--- src/sphg_pkg.sv ---
// Shared constants and types of the slave host port with flag and gate logic.
package sphg_pkg;

    // ******************************************************************
    // Firmware instruction opcodes and host gate command values
    // ******************************************************************
    localparam logic [7:0] SPHG_OP_STATUS_MOVE = 8'h90;
    localparam logic [7:0] SPHG_OP_DMA_EN = 8'he5;
    localparam logic [7:0] SPHG_OP_GATE_EN = 8'h33;
    localparam logic [7:0] SPHG_OP_FLAGS_EN = 8'hf5;
    localparam logic [7:0] SPHG_CMD_GATE = 8'hd1;
    localparam logic [7:0] SPHG_CMD_GATE_END = 8'hff;

    // ******************************************************************
    // Firmware register offsets
    // ******************************************************************
    localparam logic [2:0] SPHG_REG_DATA = 3'h0;
    localparam logic [2:0] SPHG_REG_STATUS = 3'h1;
    localparam logic [2:0] SPHG_REG_INSTR = 3'h2;
    localparam logic [2:0] SPHG_REG_PORT = 3'h3;
    localparam logic [2:0] SPHG_REG_MODE = 3'h4;

    // ******************************************************************
    // Field positions and reset values
    // ******************************************************************
    localparam int SPHG_ST_OBF = 0;
    localparam int SPHG_ST_IBF = 1;
    localparam int SPHG_ST_F1 = 3;
    localparam int SPHG_ST_USER = 4;
    localparam int SPHG_P_GATE = 1;
    localparam int SPHG_P_OFLAG = 4;
    localparam int SPHG_P_IFLAG = 5;
    localparam int SPHG_P_REQ = 6;
    localparam int SPHG_P_ACK = 7;
    localparam int SPHG_GATE_DB = 1;
    localparam int SPHG_FW_DW = 16;
    localparam logic [7:0] SPHG_STATUS_RST = 8'h00;
    localparam logic [7:0] SPHG_PORT_RST = 8'hff;

    // ******************************************************************
    // Types
    // ******************************************************************
    typedef enum logic [1:0] {
        SPHG_GATE_IDLE,
        SPHG_GATE_ARMED,
        SPHG_GATE_DONE
    } sphg_gate_t;

    typedef struct packed {
        logic cs_n;
        logic rd_n;
        logic wr_n;
        logic register_select;
        logic [7:0] din;
    } sphg_host_in_t;

    typedef struct packed {
        logic [2:0] addr;
        logic [SPHG_FW_DW-1:0] wdata;
        logic wr;
        logic rd;
    } sphg_fw_req_t;

    typedef struct packed {
        logic prev;
    } sphg_edge_t;

    typedef struct packed {
        logic [7:0] in_buf;
        logic [7:0] out_buf;
        logic [7:0] host_status;
        logic [7:0] port_latch;
        logic [7:0] pins;
        logic [7:0] host_dout;
        logic [SPHG_FW_DW-1:0] fw_rdata;
        logic flags_en;
        logic dma_en;
        logic gate_en;
        logic gate_pin;
        sphg_gate_t gate;
        logic wr_rs;
        logic rd_rs;
        logic [7:0] wr_data;
        logic user_pend;
        logic [3:0] user_val;
    } sphg_state_t;

endpackage

--- src/sphg_strobe_edge.sv ---
// Trailing-edge detector for one host strobe.
`timescale 1ns/1ns
module sphg_strobe_edge
    import sphg_pkg::*;
(
    // Clock and reset
    input wire logic mclk,
    input wire logic rst,
    // Strobe level and its trailing edge
    input wire logic level,
    output logic trail
);

    sphg_edge_t s;
    sphg_edge_t next_s;

    always_comb begin
        next_s = s;
        next_s.prev = level;
    end

    // The pulse comes in the same cycle that the strobe is first seen gone.
    assign trail = s.prev & ~level;

    always_ff @(posedge mclk or posedge rst) begin
        if (rst) begin
            s <= '0;
        end else begin
            s <= next_s;
        end
    end

endmodule

--- src/sphg_host_port.sv ---
// Host slave port with user status bits, buffer flags, transfer handshake
// and address-line gate logic.
//
// Operation
// - Separate input buffer for host writes, output buffer for host reads.
// - Status move copies accumulator bits 7..4 into status bits 7..4 only.
// - Strobes are edge sensitive; flags change after the trailing edge.
// - Firmware status update waits while the host is reading status.
// - Port bits 4 and 5 are plain pins until the flag-enable instruction.
// - With flags on, bit 4 one follows output full; zero holds low.
// - With flags on, bit 5 one shows inverted input full; zero holds low.
// - After transfer-enable, port bit 6 written one raises the request.
// - Request drops on acknowledge with a strobe, or transfer-enable again; a firmware port write with bit 6 zero also drops it.
// - With transfers on, port bit 7 is the acknowledge and buffer select.
// - Gate logic turns on by instruction and stays on until reset.
// - Once gated, port bit 1 is readable but only host sequences alter it.
// - A valid gate sequence copies data bit 1 onto port bit 1.
// - Valid gate sequence bytes never set input full nor reach firmware.
// - End command after a gate command or a valid sequence is silent; else sets input full.
// - Data bus drives only on select and read; writes need select, write.
//
// The implementer's own choices: the register addresses and strobed register access.
`timescale 1ns/1ns
module sphg_host_port
    import sphg_pkg::*;
(
    // Clock and reset
    input wire logic mclk,
    input wire logic rst,
    // Host parallel port
    input wire sphg_host_in_t host_in,
    output logic [7:0] host_dout,
    output logic host_dout_oe_n,
    // Acknowledge pin from the transfer controller, active low
    input wire logic acknowledge_pin_n,
    // Port two pin levels
    output logic [7:0] port_pins,
    // Firmware register port
    input wire sphg_fw_req_t fw_req,
    output logic [SPHG_FW_DW-1:0] fw_rdata
);

    // ******************************************************************
    // State
    // ******************************************************************
    sphg_state_t s;
    sphg_state_t next_s;

    logic transfer_acknowledge;
    logic sel;
    logic rd_act;
    logic wr_act;
    logic rd_trail;
    logic wr_trail;
    logic status_lock;

    // ******************************************************************
    // Helpers
    // ******************************************************************
    function automatic logic [7:0] pin_levels(input sphg_state_t st);
        logic [7:0] p;
        p = st.port_latch;
        if (st.gate_en) begin
            p[SPHG_P_GATE] = st.gate_pin;
        end
        if (st.flags_en) begin
            p[SPHG_P_OFLAG] = st.port_latch[SPHG_P_OFLAG]
                & st.host_status[SPHG_ST_OBF];
        end
        if (st.flags_en) begin
            p[SPHG_P_IFLAG] = st.port_latch[SPHG_P_IFLAG]
                & ~st.host_status[SPHG_ST_IBF];
        end
        return p;
    endfunction

    // ******************************************************************
    // Host strobe qualification
    // ******************************************************************
    // acknowledge selects buffers
    assign transfer_acknowledge = s.dma_en & ~acknowledge_pin_n;
    assign sel = ~host_in.cs_n | transfer_acknowledge;
    assign rd_act = sel & ~host_in.rd_n;
    assign wr_act = sel & ~host_in.wr_n;
    assign status_lock = rd_act & host_in.register_select & ~transfer_acknowledge;

    sphg_strobe_edge u_rd_edge (
        .mclk(mclk),
        .rst(rst),
        .level(rd_act),
        .trail(rd_trail)
    );

    sphg_strobe_edge u_wr_edge (
        .mclk(mclk),
        .rst(rst),
        .level(wr_act),
        .trail(wr_trail)
    );

    // ******************************************************************
    // Next state
    // ******************************************************************
    always_comb begin
        logic take_byte;
        take_byte = 1'b0;
        next_s = s;

        // Capture select and data while the strobe is held; the last
        // sample before the trailing edge is the one that counts.
        if (wr_act) begin
            next_s.wr_data = host_in.din;
            next_s.wr_rs = host_in.register_select & ~transfer_acknowledge;
        end
        if (rd_act) begin
            next_s.rd_rs = host_in.register_select & ~transfer_acknowledge;
        end

        // Firmware reads; clears come first so that sets below win.
        if (fw_req.rd) begin
            case (fw_req.addr)
                SPHG_REG_DATA: begin
                    next_s.fw_rdata = {8'h00, s.in_buf};
                    next_s.host_status[SPHG_ST_IBF] = 1'b0;
                end
                SPHG_REG_STATUS: begin
                    next_s.fw_rdata = {8'h00, s.host_status};
                end
                SPHG_REG_PORT: begin
                    next_s.fw_rdata = {8'h00, s.pins};
                    // acknowledge pin is read as input
                    if (s.dma_en) begin
                        next_s.fw_rdata[SPHG_P_ACK] = acknowledge_pin_n;
                    end
                end
                SPHG_REG_MODE: begin
                    next_s.fw_rdata = {10'h000, s.gate, s.user_pend,
                        s.gate_en, s.dma_en, s.flags_en};
                end
                default: begin
                    next_s.fw_rdata = '0;
                end
            endcase
        end

        // output full drops after a data read ends
        if (rd_trail && !s.rd_rs) begin
            next_s.host_status[SPHG_ST_OBF] = 1'b0;
        end

        // acknowledge with a strobe withdraws the request
        if (transfer_acknowledge && (rd_act || wr_act)) begin
            next_s.port_latch[SPHG_P_REQ] = 1'b0;
        end

        // Firmware writes.
        if (fw_req.wr) begin
            case (fw_req.addr)
                SPHG_REG_DATA: begin
                    next_s.out_buf = fw_req.wdata[7:0];
                    next_s.host_status[SPHG_ST_OBF] = 1'b1;
                end
                SPHG_REG_INSTR: begin
                    case (fw_req.wdata[7:0])
                        SPHG_OP_STATUS_MOVE: begin
                            next_s.user_val = fw_req.wdata[15:12];
                            next_s.user_pend = 1'b1;
                        end
                        SPHG_OP_FLAGS_EN: begin
                            next_s.flags_en = 1'b1;
                        end
                        SPHG_OP_DMA_EN: begin
                            next_s.dma_en = 1'b1;
                            next_s.port_latch[SPHG_P_REQ] = 1'b0;
                        end
                        SPHG_OP_GATE_EN: begin
                            next_s.gate_en = 1'b1;
                            next_s.gate_pin = s.pins[SPHG_P_GATE];
                        end
                        default: begin
                            next_s.user_pend = next_s.user_pend;
                        end
                    endcase
                end
                SPHG_REG_PORT: begin
                    next_s.port_latch = fw_req.wdata[7:0];
                    // firmware cannot move the gate pin
                    if (s.gate_en) begin
                        next_s.port_latch[SPHG_P_GATE] =
                            s.port_latch[SPHG_P_GATE];
                    end
                    // request is set by writing one
                    if (!s.dma_en) begin
                        next_s.port_latch[SPHG_P_REQ] =
                            fw_req.wdata[SPHG_P_REQ];
                    end else if (fw_req.wdata[SPHG_P_REQ]) begin
                        next_s.port_latch[SPHG_P_REQ] = 1'b1;
                    end else begin
                        next_s.port_latch[SPHG_P_REQ] =
                            next_s.port_latch[SPHG_P_REQ] & ~s.dma_en;
                    end
                end
                default: begin
                    next_s.fw_rdata = next_s.fw_rdata;
                end
            endcase
        end

        // user bits wait out a host status read
        if (next_s.user_pend && !status_lock) begin
            next_s.host_status[7:SPHG_ST_USER] = next_s.user_val;
            next_s.user_pend = 1'b0;
        end

        // Host write completion and the gate sequencer.
        if (wr_trail) begin
            take_byte = 1'b1;
            if (s.gate_en && s.wr_rs) begin
                if (s.wr_data == SPHG_CMD_GATE) begin
                    next_s.gate = SPHG_GATE_ARMED;
                    take_byte = 1'b0;
                end else if (s.wr_data == SPHG_CMD_GATE_END
                    && s.gate != SPHG_GATE_IDLE) begin
                    next_s.gate = SPHG_GATE_IDLE;
                    take_byte = 1'b0;
                end else begin
                    // any other command breaks the sequence
                    next_s.gate = SPHG_GATE_IDLE;
                end
            end else if (s.gate_en && s.gate == SPHG_GATE_ARMED) begin
                // only data bit one is passed to the pin
                next_s.gate_pin = s.wr_data[SPHG_GATE_DB];
                next_s.gate = SPHG_GATE_DONE;
                take_byte = 1'b0;
            end else begin
                next_s.gate = SPHG_GATE_IDLE;
            end
        end

        if (take_byte) begin
            next_s.in_buf = s.wr_data;
            next_s.host_status[SPHG_ST_IBF] = 1'b1;
            next_s.host_status[SPHG_ST_F1] = s.wr_rs;
        end

        // Pins and read data come straight from flops.
        next_s.pins = pin_levels(next_s);
        if (host_in.register_select && !transfer_acknowledge) begin
            next_s.host_dout = s.host_status;
        end else begin
            next_s.host_dout = s.out_buf;
        end
    end

    // ******************************************************************
    // Registers
    // ******************************************************************
    always_ff @(posedge mclk or posedge rst) begin
        if (rst) begin
            s <= '{
                in_buf: 8'h00,
                out_buf: 8'h00,
                host_status: SPHG_STATUS_RST,
                port_latch: SPHG_PORT_RST,
                pins: SPHG_PORT_RST,
                host_dout: 8'h00,
                fw_rdata: 16'h0000,
                flags_en: 1'b0,
                dma_en: 1'b0,
                gate_en: 1'b0,
                gate_pin: 1'b0,
                gate: SPHG_GATE_IDLE,
                wr_rs: 1'b0,
                rd_rs: 1'b0,
                wr_data: 8'h00,
                user_pend: 1'b0,
                user_val: 4'h0
            };
        end else begin
            s <= next_s;
        end
    end

    // ******************************************************************
    // Outputs
    // ******************************************************************
    // The enable is combinational so the bus is released the moment the
    // strobe goes away; a registered enable would overlap the next master.
    // drive only on select and read
    assign host_dout_oe_n = ~rd_act;
    assign host_dout = s.host_dout;
    assign port_pins = s.pins;
    assign fw_rdata = s.fw_rdata;

endmodule

--- config.mk ---
export PLATFORM = sky130hd
export DESIGN_NAME = sphg_host_port
export DESIGN_NICKNAME = d
export VERILOG_FILES = /design/src/sphg_pkg.sv /design/src/sphg_strobe_edge.sv /design/src/sphg_host_port.sv
export SDC_FILE = /design/constraint.sdc
export NUM_CORES = 1
export LEC_CHECK = 0
export BUFFER_PORTS_ARGS = -buffer_cell sky130_fd_sc_hd__buf_2
export CAP_MARGIN = 30
export CORE_MARGIN = 8
export CORE_UTILIZATION = 49
export DETAILED_ROUTE_END_ITERATION = 8
export HOLD_SLACK_MARGIN = 0.05
export PLACE_DENSITY = 0.82
export RECOVER_POWER = 100
export SYNTH_ARGS = -nofsm -noshare
export SYNTH_HDL_FRONTEND = slang
export SYNTH_SLANG_ARGS = --single-unit
--- constraint.sdc ---
create_clock -name mclk -period 2.2 [get_ports mclk]
set_clock_uncertainty 0.2 [all_clocks]
set_input_delay 0.11 -clock mclk [delete_from_list [all_inputs] [get_ports mclk]]
set_output_delay 0.11 -clock mclk [all_outputs]
set_load 0.02 [all_outputs]
Word level (Yosys, flattened, before mapping)
Index checks and enable logic that the tools add are counted.
{ "totals": {"out_inout_bits": 33, "romBits": 0, "latchBits": 0, "ff_bits": 86, "ram_bits": 0, "word_cells": 110, "in_bits": 36, "n_memories": 0} }
{ "op_classes": {"bitwise": 21, "eq_ne": 11, "div_mod_pow": 0, "mul": 0, "mux": 42, "magnitude_cmp": 0, "addsub": 0, "reduce_logical": 15, "n_shift": 0} }
{ "ops": {"columns": ["operator", "n"], "rows": [
  ["$eq 8x8->1 const B", 5],
  ["$pmux 8 s4", 1],
  ["$mux 1", 27],
  ["$mux 16", 1],
  ["$mux 4", 3],
  ["$and 1x1->1", 11],
  ["$mux 5", 2],
  ["$mux 9", 1],
  ["$not 1->1", 9],
  ["$eq 8x6->1 const B", 1],
  ["$mux 8", 1],
  ["$logic_and 1x1->1", 7],
  ["$eq 3x2->1 const B", 2],
  ["$mux 2", 3],
  ["$mux 6", 1],
  ["$eq 3x1->1 const B", 1],
  ["$eq 3x3->1 const B", 1],
  ["$logic_not 1->1", 3],
  ["$logic_not 3->1", 1],
  ["$mux 3", 1],
  ["$reduce_and 3->1", 1],
  ["$eq 2x1->1 const B", 1],
  ["$pmux 1 s2", 1],
  ["$reduce_and 2->1", 1],
  ["other kinds (3)", 3]
]} }

Depth between registers and ports, before layout
Gate-level depths: netlist (run 1).
{ "logic_depth": {"word_depth": 12, "ltp_mapped": 6, "mapped_depth_nobuf": 5} }

Modules after synthesis
A second synthesis (run 1) with hierarchy kept.
{ "unflattened": {"hier_cells": 287, "hier_area_um2": 3438.3} }
{ "by_module_without_submodules": {"columns": ["mod", "area_per_inst_um2", "cells_each", "seq_area_each_um2", "instances"], "rows": [
  ["sphg_host_port", 3353.2, 281, 1790.5, 1],
  ["sphg_strobe_edge", 42.5, 3, 25.0, 2]
]} }

Least setup slack after synthesis (run 1)
Ideal clock, no wire load.
{ "synth_path": {"path_type": "reg-to-reg", "from": "register s[19] (netlist name)", "to": "register s[64] (netlist name)", "setup_time_ps": 125, "n_path_buf": 1, "stages_incl_launch_ff": 6, "path_slack_ps": 212, "required_ps": 1875, "synth_period_minus_slack_ps": 1988, "arrival_ps": 1663, "cell_sequence": "dfrtp_1 -> nand2b_1 -> clkbuf_2 -> a31oi_2 -> a211oi_2 -> mux2_2"} }
{ "synth_between": {"elab_chain_cells": 6} }
{ "synth_rtl": {"columns": ["element", "line_no", "source"], "rows": [
  ["start, declared", "sphg_host_port.sv:46", "sphg_state_t s;"],
  ["start signal, assigned", "sphg_host_port.sv:260", "s <= '{"],
  ["start signal, assigned", "sphg_host_port.sv:280", "s <= next_s;"],
  ["$and 1x1->1", "sphg_host_port.sv:81", "assign transfer_acknowledge = s.dma_en & ~acknowledge_pin_n;"],
  ["$or 1x1->1", "sphg_host_port.sv:82", "assign sel = ~host_in.cs_n | transfer_acknowledge;"],
  ["$and 1x1->1", "sphg_host_port.sv:84", "assign wr_act = sel & ~host_in.wr_n;"],
  ["$not 1->1", "sphg_strobe_edge.sv:23", "assign trail = s.prev & ~level;"],
  ["$and 1x1->1", "sphg_strobe_edge.sv:23", null],
  ["$mux 1", "sphg_host_port.sv:216", "if (wr_trail) begin"]
]} }
No other way between the ends.
A chain may end at the register's enable or synchronous reset.

==> impl_metrics.csv, run 1 <==
group,metric,value,unit
run_status,outcome,"completed",
grt,grt_max_degree,38,
sta,period_needed,2138,ps
clock_network,cts_htree_levels,3,
pwr,power_density,826.6,mW/mm²
synthesis,yosys.area.top_type,"dfrtp_1",
finish,layoutNonFillerInstCount,473,
route,vias,2515,
critical_path,crit_required,2290,ps
finish,fill_cells,585,
synthesis,synth_top_area_share,44.73,%
pwr,sw_frac_of_total,27.47,%
pwr,total_power,0.003468,W
route,via_per_inst,5.317,
place,numPortBuffers,56,
die,coreArea,0.006832,mm²
critical_path,cp_top_family,"simple AND/OR/NAND/NOR gates",
hold_path,hp-class,"primary input to register",
sta,period_share,97.20,%
sta,setup_slack,61.67,ps
pwr,p_leak,1.846,nW
sta,hold_violations,0,
sta,final_max_slew_viol_count,0,
route,drt_wl_total,8.391,mm
pwr,internal_power,0.002515,W
route,ant_nets,0,
critical_path,worstSetupPathType,"primary input to register",
clock_network,clk_path_buf_depth,2,
grt,grt.total_usage,17.18,%
die,start_util,50.77,%
synthesis,synth_cell_types,48,
critical_path,path_buf_inv,2,
grt,grt.overflow.total,0,
finish,nNetsFinal,408,
synthesis,syn_inst,294,
pwr,seq_power_share,49.0,%
die,fp.dieH,100.1,µm
finish,register_area,0.001841,mm²
synthesis,ys_async_sr_fraction,100.0,%
place,place.gp.congestion,0.8633,
route,avgRoutedWirePerCell,17.74,µm
critical_path,crit_chain,"dlygate4sd3_1 -> buf_2 -> nor3b_2 -> nand2_1 -> or4_4 -> a211o_1 -> a22o_1",
synthesis,ys_ff_latch,73,
pwr,ir_drop,0.6416,mV
finish,drive_gt1_share,29.71,%
sta,fmaxAchievable,0.4677,GHz
critical_path,cp-end-kind,"register",
route,drtIter0Drc,125,
critical_path,worstPathArrival,2220,ps
synthesis,synthFlopType,"dfrtp_1",
clock_network,clk_latency,350,ps
synthesis,synth_edf_count,0,
die,fp.dieW,100.1,µm
sta,rsz0062_at_grt,"false",
critical_path,crit_path_top_delay_cell,"dlygate4sd3_1",
finish,multi_input_area,0.001333,mm²
die,pin_count,69,
grt,grt_pass1_vias,2532,
sta,slew-limit-headroom,39.26,%
synthesis,avgSynthCellArea,11.80,µm²
die,dieArea,0.01003,mm²
sta,tns,0,ps
clock_network,clk_pin_slew_worst_paths,70,ps
sta,setup_viol,0,
place,hpwl,6.041,mm
critical_path,r2r_slack,110,ps
route,drc,0,
sta,worst_slew_pin_slew,911.2,ps
pwr,pwr-share-comb,17.5,%
critical_path,cp_slowest_stage_delay,550,ps
run,drv_cap,0,
die,rows,30,
route,firstDrtPassIters,4,
place,placedCellCount,424,
clock_network,cts_tree,"done",
clock_network,cts_root_buf,"clkbuf_8",
pwr,netSwitchingPower,0.0009526,W
finish,antenna_cells,0,
synthesis,synth_area_leaders,"dfrtp_1 45%, mux2_2 14%, dfstp_2 8.3%",
synthesis,seq_area_frac_synth,53.07,%
critical_path,cp-start-kind,"primary input",
place,dpl_worst_slack,197.9,ps
critical_path,crit_fanout,7,
finish,area_growth,20.96,%
grt,grt_pass1_wl,13.22,mm
clock_network,cts_sinks,73,
synthesis,yosysWarnings,0,
pwr,clock_power_share,33.6,%
clock_network,cts-buffers-inserted,9,
grt,antenna_found_initial,0,
synthesis,netlist_area,0.003468,mm²
-- layer usage --
layer | part of all wire (%) | vias up | global-route usage [%]
met5 | 0 | - | 0
met4 | 1.7 | 0 | 6.395
met3 | 7.6 | 14 | 4.983
met2 | 49 | 83 | 27.79
met1 | 42 | 1245 | 21.21
li1 | - | 1173 | -
-- timing repair --
action / CTS / global route
hold endpoints to repair: 114 / 0
gates resized for setup: 0 / 1
hold buffers: 32 / 0
endpoints found under the setup margin: 0 / 2
buffers inserted: 0 / 1
-- worst min-delay path, stage by stage --
cell and delay, ps:
buf_2 110, mux2i_1 140, o22a_1 170, o32ai_1 70
-- path summary, 6_finish.rpt --
path	startpoint	end	depth (start not counted)
max	fw_req[18]	port_pins[1]	7
min	acknowledge_pin_n	fw_rdata[7]	4
max reg2reg	s[19]	s[14]	6
min reg2reg	s[71]	host_dout[2]	1
max in group asynchronous	rst	s[62]	4
min in group asynchronous	rst	s[2]	3
-- placed cells by master, fill, tap and decap left out, types with 5 or more instances in the layout --
master / instances
a22oi_1: 5
a2bb2oi_1: 6
dfstp_2: 11
dfrtp_1: 62
buf_2: 29
buf_4: 6
clkbuf_8: 10
o21ai_0: 6
nand2b_1: 5
nand2_1: 15
inv_1: 13
o22ai_1: 10
mux2_2: 43
a21oi_1: 7
dlygate4sd3_1: 32
clkbuf_1: 31
mux2i_1: 7
nor2_1: 15
conb_1: 8
-- power by group through the flow --
stage          registers [W]  clock network [W]  logic (W)
2_1_floorplan        0.00167                  0   0.000506
3_3_place_gp         0.00171                  0   0.000567
3_5_place_dp         0.00172                  0   0.000584
4_1_cts              0.00170            0.00118   0.000633
5_1_grt              0.00172            0.00123   0.000655
6_report             0.00170            0.00116   0.000606
-- cells by family after synthesis --
kind of cell    synth area share, %
flops                         53.07
simple gates                  10.10
compound gates                11.62
buf+inv                       9.127
mux                           15.98
other cells                  0.1081
-- metrics by stage --
stage	hold slack, ps	utilization (%)	instance area (µm²)
2_1_floorplan	11.74	-	3495
3_3_place_gp	-99.21	54.38	3715
3_5_place_dp	-99.07	54.38	3715
4_1_cts	63.98	62.29	4255
5_1_grt	100.6	61.41	4195
6_report	86.73	61.41	4195
-- state kept, by name, summed over array words and instances (netlist names) --
name / count
port_pins: 8
host_dout: 8
u_wr_edge.s: 1
u_rd_edge.s: 1
s: 47
fw_rdata: 8
-- cell type report --
| class | instances | area share [%] |
|---|---|---|
| Inverter | 13 | 1.163 |
| Clock inverter | 5 | 1.879 |
| Multi-Input combinational cell | 176 | 31.76 |
| Tap cell | 96 | 2.863 |
| Timing Repair Buffer | 99 | 15.09 |
| Sequential cell | 73 | 43.87 |
| Clock buffer | 11 | 3.370 |
-- cells in the mapped netlist, types with 6 or more instances --
library cell	instances
dfrtp_1	62
mux2_2	43
buf_4	32
nand2_1	15
nor2_1	15
inv_1	13
dfstp_2	11
o22ai_1	10
a21oi_1	7
mux2i_1	7
a2bb2oi_1	6
o21ai_0	6
Power figures use the tool's default switching activity.
==> run 2, diff against run 1 <==
--- a/config.mk
+++ b/config.mk
@@ -5,13 +5,14 @@
 export SDC_FILE = /design/constraint.sdc
 export NUM_CORES = 1
 export LEC_CHECK = 0
+export ABC_AREA = 1
 export BUFFER_PORTS_ARGS = -buffer_cell sky130_fd_sc_hd__buf_2
 export CAP_MARGIN = 30
 export CORE_MARGIN = 8
-export CORE_UTILIZATION = 49
+export CORE_UTILIZATION = 50
 export DETAILED_ROUTE_END_ITERATION = 8
 export HOLD_SLACK_MARGIN = 0.05
-export PLACE_DENSITY = 0.82
+export PLACE_DENSITY = 0.83
 export RECOVER_POWER = 100
 export SYNTH_ARGS = -nofsm -noshare
 export SYNTH_HDL_FRONTEND = slang
==> impl_metrics.csv, run 2 <==
group,metric,value,unit
run_status,outcome,"completed",
clock_network,cts_root_buf,"clkbuf_8",
die,pin_count,69,
sta,final_max_slew_viol_count,0,
clock_network,cts-buffers-inserted,9,
pwr,power_density,768.8,mW/mm²
finish,register_area,0.001841,mm²
pwr,netSwitchingPower,0.0008977,W
grt,grt_pass1_vias,2957,
synthesis,synth_area_leaders,"dfrtp_1 44%, nand2_1 16%, dfstp_2 8.2%",
finish,regMostFlops,"s",
sta,rsz0062_at_grt,"false",
route,firstDrtPassIters,5,
critical_path,worstSetupPathType,"primary input to register",
place,place.gp.congestion,0.8461,
pwr,seq_power_share,50.3,%
pwr,sw_frac_of_total,27.98,%
pwr,clock_power_share,33.9,%
synthesis,synth_edf_count,0,
pwr,pwr-share-comb,15.8,%
synthesis,netlist_area,0.003537,mm²
clock_network,cts_htree_levels,3,
synthesis,yosysWarnings,0,
clock_network,cts_tree,"done",
finish,antenna_cells,0,
synthesis,synthFlopType,"dfrtp_1",
route,drtIter0Drc,173,
place,numPortBuffers,56,
die,rows,30,
synthesis,synth_top_area_share,43.86,%
synthesis,yosys.area.top_type,"dfrtp_1",
die,fp.dieH,100.1,µm
pwr,ir_drop,0.2967,mV
synthesis,seq_area_frac_synth,52.03,%
critical_path,cp-startpoint,"fw_req[18]",
grt,grt.overflow.total,0,
critical_path,crit_fanout,5,
critical_path,r2r_start,"s[19]",
synthesis,netlist_top_cells_count,"150 x nand2_1, 62 x dfrtp_1, 34 x inv_1, 33 x buf_4, 25 x o21ai_0",
route,drc,0,
clock_network,clk_path_buf_depth,2,
clock_network,postCtsSetupRepairBufs,0,
synthesis,syn_inst,408,
critical_path,cp-start-kind,"primary input",
route,ant_nets,0,
sta,period_needed,2067,ps
critical_path,cp-end-kind,"register",
synthesis,synth_cell_types,37,
route,drt_wl_total,8.618,mm
sta,tns,0,ps
finish,multi_input_area,0.001234,mm²
grt,antenna_found_initial,0,
clock_network,clk_pin_slew_worst_paths,70,ps
synthesis,ys_ff_latch,73,
route,vias,2990,
finish,layout_common_cells,"154 x nand2_1, 62 x dfrtp_1, 35 x dlygate4sd3_1, 34 x inv_1, 32 x o21ai_0",
finish,area_growth,18.00,%
sta,period_share,93.96,%
die,dieArea,0.01002,mm²
hold_path,hp-class,"primary input to register",
die,fp.dieW,100.1,µm
sta,worst_slew_pin_slew,959.8,ps
finish,nNetsFinal,519,
run,drv_cap,0,
sta,setup_viol,0,
finish,largest_reg_flops,47,
sta,slew-limit-headroom,36.02,%
route,avgRoutedWirePerCell,14.76,µm
grt,grt_pass1_wl,13.97,mm
sta,hold_violations,0,
synthesis,ys_async_sr_fraction,100.0,%
route,via_per_inst,5.120,
pwr,internal_power,0.002311,W
pwr,p_leak,2.100,nW
sta,fmaxAchievable,0.4838,GHz
die,start_util,51.78,%
finish,layout_commonest_cell,"nand2_1",
synthesis,avgSynthCellArea,8.669,µm²
clock_network,clk_latency,340,ps
clock_network,cts_sinks,73,
finish,fill_cells,594,
finish,drive_gt1_share,15.98,%
grt,grt.total_usage,17.62,%
finish,final_core_util,61.10,%
die,coreArea,0.006832,mm²
place,hpwl,5.898,mm
critical_path,crit_required,2290,ps
grt,grt_max_degree,74,
synthesis,synth_most_common_cell,"nand2_1",
hold_path,hp-start,"fw_req[20]",
critical_path,worstPathArrival,2150,ps
## run 2: kinds of logic after synthesis
| logic type | after synthesis | share of synthesized area [%] |
|---|---|---|
| compound gates | 45 | 7.994 |
| flops | 73 | 52.03 |
| mux | 1 | 0.3183 |
| simple gates | 211 | 27.24 |
| other cells | 1 | 0.1060 |
| buf+inv | 77 | 12.31 |
## run 2: worst max-delay path, cell delays in order
cell and delay (ps):
dlygate4sd3_1 530, clkbuf_1 110, inv_2 140, nand4_1 160, nor2_4 200, nand3_1 80, dlygate4sd3_1 580, nand2_1 90
nand2_1 70, nand2_1 70
## run 2: worst paths after layout
path,cells after the start,slack (ps),to
max,10,130,s[68]
min,5,60,s[62]
max reg2reg,7,260,s[64]
min reg2reg,2,280,fw_rdata[1]
max in group asynchronous,4,750,host_dout[3]
min in group asynchronous,4,440,s[5]
## run 2: layer usage
metal	GRT usage (%)	wire [µm]
met1	21.23	3616
met5	0	0
met3	3.875	613
met4	8.953	214
met2	28.99	4175
## run 2: cell type report
| class | instances | share of cell area (%) |
|---|---|---|
| clock buffer | 14 | 4.137 |
| clock inverter | 2 | 0.8393 |
| inverter | 40 | 3.627 |
| multi-input combinational | 265 | 29.56 |
| sequential | 73 | 44.09 |
| tap | 96 | 2.878 |
| timing repair buffer | 94 | 14.87 |
## run 2: stage by stage
stage,area (µm²),hold slack [ps],cells,power (W),setup slack [ps]
after detailed placement,3715,22.31,533,0.002127,424.7
after global placement,3715,14.47,533,0.002104,500.4
after floorplan,3563,30.95,415,0.002026,54.93
final,4174,61.32,584,0.003209,132.9
after CTS,4273,60.17,584,0.003251,30.50
after global routing,4174,93.55,584,0.003341,19.53
## run 2: power groups by stage
stage               registers, W  clock network (W)  logic [W]
floorplan                0.00160                  0   0.000425
global placement         0.00163                  0   0.000478
detailed placement       0.00163                  0   0.000495
CTS                      0.00161            0.00110   0.000546
global route             0.00163            0.00115   0.000565
finish                   0.00161            0.00109   0.000508
## run 2: what timing repair did
item / 4_1_cts / 5_1_grt
setup endpoints to repair: 0 / 4
resized for setup: 0 / 4
hold endpoints to repair: 127 / 1
hold buffers: 35 / 1
==> run 3, diff against run 2 <==
--- a/config.mk
+++ b/config.mk
@@ -10,6 +10,7 @@
 export CAP_MARGIN = 30
 export CORE_MARGIN = 8
 export CORE_UTILIZATION = 50
+export CTS_BUF_LIST = sky130_fd_sc_hd__clkbuf_16
 export DETAILED_ROUTE_END_ITERATION = 8
 export HOLD_SLACK_MARGIN = 0.05
 export PLACE_DENSITY = 0.83
==> impl_metrics.csv, run 3 (synthesized netlist as in run 2, its figures left out) <==
group,metric,value,unit
clock_network,cts-buffers-inserted,9,
die,fp.dieW,100.1,µm
clock_network,cts_sinks,73,
critical_path,crit_required,2270,ps
die,rows,30,
grt,grt.total_usage,17.84,%
clock_network,clk_latency,330,ps
finish,antenna_cells,0,
grt,grt_pass1_vias,2964,
finish,nNetsFinal,522,
die,fp.dieH,100.1,µm
run_status,outcome,"completed",
finish,layout_common_cells,"152 x nand2_1, 61 x dfrtp_1, 34 x dlygate4sd3_1, 33 x inv_1, 33 x o21ai_0",
finish,largest_reg_flops,47,
clock_network,cts_tree,"done",
grt,grt_pass1_wl,14.05,mm
route,via_per_inst,5.034,
route,drc,0,
critical_path,cp_slowest_stage_delay,590,ps
grt,grt.overflow.total,0,
pwr,power_density,819.9,mW/mm²
route,vias,2955,
grt,grt_max_degree,74,
finish,multi_input_area,0.001235,mm²
route,avgRoutedWirePerCell,15.05,µm
critical_path,crit_chain,"dlygate4sd3_1 -> buf_2 -> inv_1 -> nand4_1 -> nor2_4 -> nand3_1 -> dlygate4sd3_1 -> nand2_1 -> nand2_1 -> nand2_1",
place,numPortBuffers,56,
sta,slew-limit-headroom,35.81,%
critical_path,cp-start-kind,"primary input",
critical_path,cp-end-kind,"register",
sta,holdWs,70.47,ps
clock_network,clk_pin_slew_worst_paths,60,ps
finish,drive_gt1_share,17.72,%
sta,final_max_slew_viol_count,0,
route,drtIter0Drc,335,
finish,regMostFlops,"s",
pwr,ir_drop,0.4377,mV
sta,setup_slack,53.87,ps
sta,hold_violations,0,
sta,fmaxAchievable,0.4660,GHz
sta,worst_slew_pin_slew,962.9,ps
critical_path,crit_top_cell,"nand2_1",
route,firstDrtPassIters,5,
clock_network,clk_path_buf_depth,2,
place,hpwl,5.898,mm
finish,area_growth,20.80,%
clock_network,cts_htree_levels,3,
clock_network,cts_root_buf,"clkbuf_16",
sta,period_share,97.55,%
finish,register_area,0.001842,mm²
run,drv_cap,0,
critical_path,crit_path_top_delay_cell,"dlygate4sd3_1",
die,start_util,51.78,%
grt,antenna_found_initial,0,
finish,fill_cells,588,
sta,setup_viol,0,
die,coreArea,0.006832,mm²
critical_path,worstPathArrival,2220,ps
finish,layout_commonest_cell,"nand2_1",
route,ant_nets,0,
die,dieArea,0.01002,mm²
critical_path,r2r_slack,160,ps
place,dpl_worst_slack,424.7,ps
pwr,p_leak,2.153,nW
critical_path,crit_fanout,5,
route,drt_wl_total,8.832,mm
critical_path,worstSetupPathType,"primary input to register",
hold_path,hp-class,"primary input to register",
sta,tns,0,ps
place,place.gp.congestion,0.8461,
sta,period_needed,2146,ps
die,pin_count,69,
run 3: worst max-delay path, delay by kind of cell:
kind | cells | cell delay (ps)
buffers and inverters | 4 | 1370
and+or+nand+nor | 6 | 740
run 3: timing repair:
action,4_1_cts,5_1_grt
hold endpoints to repair,123,0
setup buffers,0,4
hold buffers,34,0
setup endpoints to repair,0,4
gates resized for setup,0,7
run 3: worst paths after layout:
| kind | startpoint | endpoint | cells after the start |
|---|---|---|---|
| min | acknowledge_pin_n | host_dout[0] | 5 |
| max reg2reg | s[19] | s[65] | 10 |
| max | fw_req[2] | s[65] | 10 |
| min in group asynchronous | rst | s[5] | 4 |
| max in group asynchronous | rst | s[19] | 4 |
| min reg2reg | s[74] | host_dout[5] | 2 |
run 3: cell type report:
cell class | count | area share, %
multi-input combinational | 265 | 28.90
clock buffer | 9 | 5.271
tap | 96 | 2.811
inverter | 40 | 3.602
sequential | 73 | 43.10
timing repair buffer | 97 | 15.05
clock inverter | 7 | 1.259
run 3: report_power, final:
part	internal (W)	leakage, nW	switching (W)
sequential	0.00152	0.908	0.0000943
combinational	0.000177	1.10	0.000335
clock	0.000855	0.144	0.000521
run 3: per-stage QoR:
step           cells  power [W]  utilization (%)  instance area (µm²)
2_1_floorplan    415   0.002026                -                 3563
3_3_place_gp     533   0.002104            54.38                 3715
3_5_place_dp     533   0.002127            54.38                 3715
4_1_cts          583   0.003536            63.44                 4334
5_1_grt          587   0.003638            62.55                 4273
6_report         587   0.003503            62.55                 4273
run 3: routing by layer:
layer,part of all wire [%],global-route usage (%)
met4,2.9,9.535
met2,49,29.71
met3,7.5,4.498
met5,0,0
met1,41,20.64
